### src/pd_map_pkg.sv
package pd_map_pkg;
    // register byte addresses
    localparam logic [7:0] ctrl_off = 8'h00;     // byte swap, hold, compatibility
    localparam logic [7:0] setpoint_off = 8'h04; // internal setpoint (read)
    localparam logic [7:0] feedback_off = 8'h08; // feedback value + over-range (write)
    localparam logic [7:0] diag_off = 8'h0c;     // diagnostic word (write)
    localparam logic [7:0] status_off = 8'h10;   // sticky events, write one to clear
    localparam logic [7:0] mask_off = 8'h14;     // interrupt mask
    localparam logic [7:0] image_off = 8'h18;    // received raw output image (read)
    // ctrl field positions
    localparam int ctrl_swap_bit = 0;
    localparam int ctrl_hold_bit = 1;
    localparam int ctrl_compat_bit = 2;
    // setpoint word layout
    localparam int value_msb = 11;
    localparam int ext_bit = 12;
    // status bit positions
    localparam int ev_loss_bit = 0;
    localparam int ev_reboot_bit = 1;
    localparam int ev_rx_bit = 2;
    localparam int ev_count = 3;
    // reset values
    localparam logic [2:0] ctrl_reset = 3'h0;
    localparam logic [ev_count-1:0] mask_reset = 3'h0;
    // reboot pulse length in cycles
    localparam int reboot_cycles = 16;
    // axi responses
    localparam logic [1:0] resp_okay = 2'h0;
    localparam logic [1:0] resp_slverr = 2'h2;
endpackage : pd_map_pkg

### src/pd_map.sv
`timescale 1ns/1ps
// How it works
// setpoint bits 0..11 carry control value
// bit 12 extends range; 13..15 ignored
// feedback in bits 0..11, lsb first
// bit 12 flags over-range feedback
// second input word carries diagnostics
// no swap: little endian byte order
// swap: output word bytes exchanged
// swap: input bytes ordered 1,0,3,2
// hold set: keep last setpoint on loss
// hold clear: zero setpoint on loss
// compatibility change triggers reboot
// submit other settings separately from compatibility; code applies a mixed ctrl write whole
// compatibility presents legacy data layout
// values are unsigned 0..4095 counts
// unused upper feedback bits read zero
// loss seen when link_ok falls
module pd_map
    import pd_map_pkg::*;
(
    input wire logic clk_sys,
    input wire logic sys_rst,
    // cyclic output image from the controller, as received bytes
    input wire logic [15:0] out_image,
    input wire logic out_valid,
    // connection alive level from protocol stack (async)
    input wire logic link_ok,
    // cyclic input image to the controller
    output logic [31:0] in_image,
    // regulator side
    output logic [11:0] setpoint,
    output logic setpoint_ext,
    output logic reboot_req,
    output logic legacy_mode,
    output logic irq,
    // axi4-lite slave
    input wire logic [7:0] s_awaddr,
    input wire logic s_awvalid,
    output logic s_awready,
    input wire logic [31:0] s_wdata,
    input wire logic [3:0] s_wstrb,
    input wire logic s_wvalid,
    output logic s_wready,
    output logic [1:0] s_bresp,
    output logic s_bvalid,
    input wire logic s_bready,
    input wire logic [7:0] s_araddr,
    input wire logic s_arvalid,
    output logic s_arready,
    output logic [31:0] s_rdata,
    output logic [1:0] s_rresp,
    output logic s_rvalid,
    input wire logic s_rready
);
    logic [2:0] ctrl_reg; // swap, hold, compat
    logic [11:0] fb_reg; // feedback count
    logic fb_over_reg; // over-range flag
    logic [15:0] diag_reg; // diagnostics word
    logic [ev_count-1:0] status_reg; // sticky events
    logic [ev_count-1:0] mask_reg; // interrupt mask
    logic [15:0] raw_reg; // last raw output image
    logic link_s1_reg; // synchroniser stage one
    logic link_s2_reg; // synchroniser stage two
    logic link_d_reg; // previous synced level
    logic [4:0] reboot_cnt_reg; // reboot countdown
    logic [7:0] aw_addr_reg; // latched write address
    logic aw_have_reg; // write address held
    logic [31:0] w_data_reg; // latched write data
    logic [3:0] w_strb_reg; // latched strobes
    logic w_have_reg; // write data held
    logic [ev_count-1:0] ev_set; // events this cycle
    logic [ev_count-1:0] ev_clr; // software clears
    logic wr_go; // write performed this cycle
    logic loss_edge; // link just dropped
    logic [15:0] word_in; // output word after swap
    logic [15:0] fb_word; // first input word
    logic [31:0] img_next; // assembled input image

    // link level synchroniser, edge taken from the second stage only
    always_ff @(posedge clk_sys)
    begin
        if (sys_rst)
        begin
            link_s1_reg <= 1'b0;
            link_s2_reg <= 1'b0;
            link_d_reg <= 1'b0;
        end
        else
        begin
            link_s1_reg <= link_ok;
            link_s2_reg <= link_s1_reg;
            link_d_reg <= link_s2_reg;
        end
    end

    assign loss_edge = link_d_reg & ~link_s2_reg;

    // undo byte swap on received output word
    always_comb
    begin
        if (ctrl_reg[ctrl_swap_bit])
            word_in = {out_image[7:0], out_image[15:8]};
        else
            word_in = out_image;
    end

    // setpoint: take new values while linked, act on loss
    always_ff @(posedge clk_sys)
    begin
        if (sys_rst)
        begin
            setpoint <= 12'h000;
            setpoint_ext <= 1'b0;
            raw_reg <= 16'h0000;
        end
        else if (loss_edge && !ctrl_reg[ctrl_hold_bit])
        begin
            setpoint <= 12'h000;
            setpoint_ext <= 1'b0;
        end
        else if (out_valid && link_s2_reg)
        begin
            raw_reg <= out_image;
            setpoint <= word_in[value_msb:0];
            setpoint_ext <= word_in[ext_bit];
        end
        // hold set: loss leaves setpoint untouched
    end

    // first input word: value, over-range, zero filler
    assign fb_word = {3'h0, fb_over_reg, fb_reg};

    // input image assembly; legacy layout uses swapped order
    always_comb
    begin
        if (ctrl_reg[ctrl_swap_bit] || ctrl_reg[ctrl_compat_bit])
            img_next = {diag_reg[7:0], diag_reg[15:8], fb_word[7:0], fb_word[15:8]};
        else
            img_next = {diag_reg, fb_word};
    end

    // input image register
    always_ff @(posedge clk_sys)
    begin
        if (sys_rst)
            in_image <= 32'h0000_0000;
        else
            in_image <= img_next;
    end

    // reboot pulse on compatibility change
    always_ff @(posedge clk_sys)
    begin
        if (sys_rst)
            reboot_cnt_reg <= 5'h00;
        else if (wr_go && aw_addr_reg == ctrl_off && w_strb_reg[0]
                 && w_data_reg[ctrl_compat_bit] != ctrl_reg[ctrl_compat_bit])
            reboot_cnt_reg <= 5'(reboot_cycles);
        else if (reboot_cnt_reg != 5'h00)
            reboot_cnt_reg <= reboot_cnt_reg - 5'h01;
    end

    assign reboot_req = (reboot_cnt_reg != 5'h00);
    assign legacy_mode = ctrl_reg[ctrl_compat_bit];

    // write channel capture, either order
    always_ff @(posedge clk_sys)
    begin
        if (sys_rst)
        begin
            aw_have_reg <= 1'b0;
            w_have_reg <= 1'b0;
            aw_addr_reg <= 8'h00;
            w_data_reg <= 32'h0000_0000;
            w_strb_reg <= 4'h0;
        end
        else
        begin
            if (s_awvalid && s_awready)
            begin
                aw_have_reg <= 1'b1;
                aw_addr_reg <= s_awaddr;
            end
            else if (wr_go)
                aw_have_reg <= 1'b0;
            if (s_wvalid && s_wready)
            begin
                w_have_reg <= 1'b1;
                w_data_reg <= s_wdata;
                w_strb_reg <= s_wstrb;
            end
            else if (wr_go)
                w_have_reg <= 1'b0;
        end
    end

    assign s_awready = ~aw_have_reg & ~s_bvalid;
    assign s_wready = ~w_have_reg & ~s_bvalid;
    assign wr_go = aw_have_reg & w_have_reg & ~s_bvalid;

    // write response
    always_ff @(posedge clk_sys)
    begin
        if (sys_rst)
        begin
            s_bvalid <= 1'b0;
            s_bresp <= resp_okay;
        end
        else if (wr_go)
        begin
            s_bvalid <= 1'b1;
            case (aw_addr_reg)
                ctrl_off, feedback_off, diag_off, status_off, mask_off: s_bresp <= resp_okay;
                default: s_bresp <= resp_slverr;
            endcase
        end
        else if (s_bready)
            s_bvalid <= 1'b0;
    end

    // writable registers; one ctrl write sets swap, hold and compat together, R12 not enforced
    always_ff @(posedge clk_sys)
    begin
        if (sys_rst)
        begin
            ctrl_reg <= ctrl_reset;
            fb_reg <= 12'h000;
            fb_over_reg <= 1'b0;
            diag_reg <= 16'h0000;
            mask_reg <= mask_reset;
        end
        else if (wr_go)
        begin
            case (aw_addr_reg)
                ctrl_off: if (w_strb_reg[0]) ctrl_reg <= w_data_reg[2:0];
                feedback_off:
                begin
                    if (w_strb_reg[0]) fb_reg[7:0] <= w_data_reg[7:0];
                    if (w_strb_reg[1]) fb_reg[11:8] <= w_data_reg[11:8];
                    if (w_strb_reg[1]) fb_over_reg <= w_data_reg[ext_bit];
                end
                diag_off:
                begin
                    if (w_strb_reg[0]) diag_reg[7:0] <= w_data_reg[7:0];
                    if (w_strb_reg[1]) diag_reg[15:8] <= w_data_reg[15:8];
                end
                mask_off: if (w_strb_reg[0]) mask_reg <= w_data_reg[ev_count-1:0];
                default: ;
            endcase
        end
    end

    // events and clears
    always_comb
    begin
        ev_set = '0;
        ev_set[ev_loss_bit] = loss_edge;
        ev_set[ev_reboot_bit] = (reboot_cnt_reg == 5'h01);
        ev_set[ev_rx_bit] = out_valid & link_s2_reg;
        ev_clr = '0;
        if (wr_go && aw_addr_reg == status_off && w_strb_reg[0])
            ev_clr = w_data_reg[ev_count-1:0];
    end

    // sticky status, set beats clear
    always_ff @(posedge clk_sys)
    begin
        if (sys_rst)
            status_reg <= '0;
        else
            status_reg <= (status_reg & ~ev_clr) | ev_set;
    end

    assign irq = |(status_reg & mask_reg);

    // read channel
    always_ff @(posedge clk_sys)
    begin
        if (sys_rst)
        begin
            s_rvalid <= 1'b0;
            s_rdata <= 32'h0000_0000;
            s_rresp <= resp_okay;
        end
        else if (s_arvalid && s_arready)
        begin
            s_rvalid <= 1'b1;
            s_rresp <= resp_okay;
            case (s_araddr)
                ctrl_off: s_rdata <= {29'h0, ctrl_reg};
                setpoint_off: s_rdata <= {19'h0, setpoint_ext, setpoint};
                feedback_off: s_rdata <= {16'h0, fb_word};
                diag_off: s_rdata <= {16'h0, diag_reg};
                status_off: s_rdata <= {29'h0, status_reg};
                mask_off: s_rdata <= {29'h0, mask_reg};
                image_off: s_rdata <= {16'h0, raw_reg};
                default:
                begin
                    s_rdata <= 32'h0000_0000;
                    s_rresp <= resp_slverr;
                end
            endcase
        end
        else if (s_rready)
            s_rvalid <= 1'b0;
    end

    assign s_arready = ~s_rvalid;
endmodule : pd_map

### config.mk
export PLATFORM = sky130hd
export DESIGN_NAME = pd_map
export DESIGN_NICKNAME = d
export VERILOG_FILES = /design/src/pd_map_pkg.sv /design/src/pd_map.sv
export SDC_FILE = /design/constraint.sdc
export NUM_CORES = 1
export LEC_CHECK = 0
export BUFFER_PORTS_ARGS = -buffer_cell sky130_fd_sc_hd__buf_2
export CAP_MARGIN = 0
export CORE_ASPECT_RATIO = 0.6
export CORE_MARGIN = 1
export CORE_UTILIZATION = 30
export DETAILED_ROUTE_END_ITERATION = 8
export PLACE_DENSITY = 0.6
export REMOVE_ABC_BUFFERS = 1
export SETUP_SLACK_MARGIN = 0.15
export SYNTH_ARGS = -nofsm -noshare
export SYNTH_HDL_FRONTEND = slang
export SYNTH_SLANG_ARGS = --single-unit
### constraint.sdc
create_clock -name clk_sys -period 3.9 [get_ports clk_sys]
set_input_delay 0.39 -clock clk_sys [delete_from_list [all_inputs] [get_ports clk_sys]]
set_output_delay 0.39 -clock clk_sys [all_outputs]
set_load 0.03 [all_outputs]
==> flow_metrics.tcl <==
set metrics [dict create \
    slowest_delay_ns 0.36 \
    cts.root.buffer_cell "clkbuf_16" \
    power.leakage_nw 3.36 \
    largest_reg_flops 32 \
    setup_slack_ns 1.81 \
    dieArea_um2 21600 \
    syn-cell-area_um2 6300 \
    cts_hold_buf 0 \
    clock.fmax_ghz 0.479 \
    cp.required_ns 3.51 \
    viasPerCell 4.86 \
    tritoncts "done" \
    cellPowerDensity_nw_per_um2 511 \
    area_delta_synth_final_pct 23.7 \
    row_count 40 \
    crit_path_end_kind "output port" \
    layout.nets 871 \
    cts_sinks 155 \
    num_vias 5230 \
    yosys_most_used_dff "dfxtp_1" \
    critPathMostFrequentCell "inv_1" \
    fin_tns_setup_ns 0 \
    grt_max_degree 61 \
    fp.dieW_um 189 \
    yosysSeqAreaShare_pct 49.3 \
    synth_edf_count 0 \
    cp_top_family "buffers and inverters" \
    gr-usage-all-layers_pct 16.8 \
    tightest_slew_ns 1.27 \
    cts_resized 0 \
    max_cap_violations 0 \
    path_buf_inv 3 \
    place_ws_ns 1.71 \
    arrival_ns 1.70 \
    r2r_setup_slack_ns 1.93 \
    power_mw 3.98 \
    slew_headroom_pct 15.4 \
    drt_iter0_drc 289 \
    rsz0062_at_grt "false" \
    cts.reportedPaths.clkPinSlew_ns 0.06 \
    routabilityCongestion 0.797 \
    port_buffers 129 \
    diodes 0 \
    slowest_stage "dfxtp_1" \
    worst_hold_path_type "input pin to register" \
    grt_overflow 0 \
    grt_pass1_wl_um 27200 \
    worstSetupPathType "register to output port" \
    initial_core_util_pct 31.1 \
    grt_pass1_vias 4707 \
    cts_setup_buffers 0 \
    drcViolationCount 0 \
    whs_ns 0.184 \
    clock_latency_ns 0.42 \
    layout_commonest_cell "dfxtp_1" \
    period_share_pct 53.5 \
    core_um2 20300 \
    syn_area_per_cell_um2 9.27 \
    fin_skew_ns 0.00802 \
    ant_nets 0 \
    cts-buffers-inserted 17 \
    final_cell_mix "155 x dfxtp_1, 129 x buf_2, 122 x nand2_1, 64 x nor2_1, 52 x mux2i_1" \
    antenna_found_initial 0 \
    cts_buffer_depth 2 \
    regMostFlops "in_image" \
    crit_path_cell_trace "inv_1, ha_1, and2_1, inv_1, buf_2" \
    async_flop_share_pct 0 \
    firstDrtPassIters 8 \
    finalHoldViolCount 0 \
    ir_worst_vdd_mv 0.325 \
    die_h_um 114 \
    synth_cells 679 \
    crit_fanout 4 \
    yosysWarnings 0 \
    drt-wirelength-per-cell_um 16.7 \
    drive_gt1_share_pct 23.8 \
    ys_ff_latch 155 \
    pin_count 166 \
    status "finished clean" \
    cts.htree.levels 4 \
    drv_slew 0 \
    fin_crit_ns 2.09 \
    cp-start-kind "register" \
    setup_viol 0 \
    synth_cell_types 49 \
    dp_hpwl_um 13300 \
    postRouteWirelength_um 18000 \
]
==> metrics by stage <==
| stage | std cells | utilization [%] | instance area (um2) |
|---|---|---|---|
| floorplan | 632 | - | 6050 |
| finish | 1077 | 38.4 | 7790 |
| global route | 1077 | 38.4 | 7790 |
| detailed placement | 1045 | 35.2 | 7140 |
| global placement | 1045 | 35.2 | 7140 |
| CTS | 1077 | 38.4 | 7790 |
==> power breakdown <==
group	total (mW)	leakage (nW)	switching (mW)	internal (mW)
Sequential	1.71	1.26	0.0603	1.65
Combinational	0.460	1.79	0.298	0.162
Clock	1.81	0.307	0.658	1.15
==> worst paths after layout <==
kind | cells after the start | from | end
max | 5 | reboot_cnt_reg[0]$_SDFFE_PP0P_ | reboot_req
min reg2reg | 1 | link_s1_reg$_SDFF_PP0_ | link_s2_reg$_SDFF_PP0_
max reg2reg | 4 | aw_addr_reg[1]$_SDFFE_PP0P_ | diag_reg[7]$_SDFFE_PP0P_
min | 2 | link_ok | link_s1_reg$_SDFF_PP0_
==> metal layers <==
layer  part of all wire [%]  wire, um  track usage [%]  vias up
met5                      0         0                0        -
met4                   0.70       126             4.30        0
met3                    6.9      1250             3.98       12
met2                     41      7320             23.3      177
met1                     52      9350             25.4     2452
li1                       -         -                -     2589
==> layout make-up <==
type	instances	area, um2
clock buffers	21	450
clock inverters	11	193
fillers	2077	12500
inverters	8	30.0
multi-input cells	469	2940
flip-flops and latches	155	3100
well taps	273	342
repair buffers	140	728
==> Yosys cell counts, types with 2 or more instances <==
library cell  instances  share of area (%)
and2_1               11                1.1
a22o_1               32                4.5
mux2i_1              52                8.3
and4b_1               3               0.48
nor4_4                2               0.68
nor2b_1               9               0.89
inv_1                 8               0.48
a21oi_1              50                4.0
o2bb2ai_1             2               0.28
xnor2_1               3               0.42
nand2b_1              4               0.40
nand4_2               3               0.60
ha_1                  3               0.60
nor4bb_1              2               0.32
nand2_1             122                7.3
buf_2                 3               0.24
buf_1                 5               0.30
o211ai_1              3               0.36
o21ai_0               2               0.16
a221oi_1              7               0.97
dfxtp_1             155                 49
mux2_2                8                1.4
clkbuf_1             37                2.2
a222oi_1              4               0.64
a311oi_1              3               0.42
nand3_1               8               0.64
a211oi_1             15                1.8
a32o_1               12                1.9
buf_4                18                2.1
a22oi_1               3               0.36
nor2_1               65                3.9
nor4b_1               2               0.28
nor3_1                6               0.48
nand4_1               2               0.20
==> cells by family after synthesis <==
kind of cell / share of synthesized area, %
flip-flops: 49.3
adder cells (fa/ha/maj): 0.596
other: 0.0596
buffers and inverters: 5.45
XOR/XNOR: 0.557
multiplexers: 9.70
AND/OR/NAND/NOR: 18.7
AO/OA/AOI/OAI: 15.7
Power figures use the tool's default switching activity.
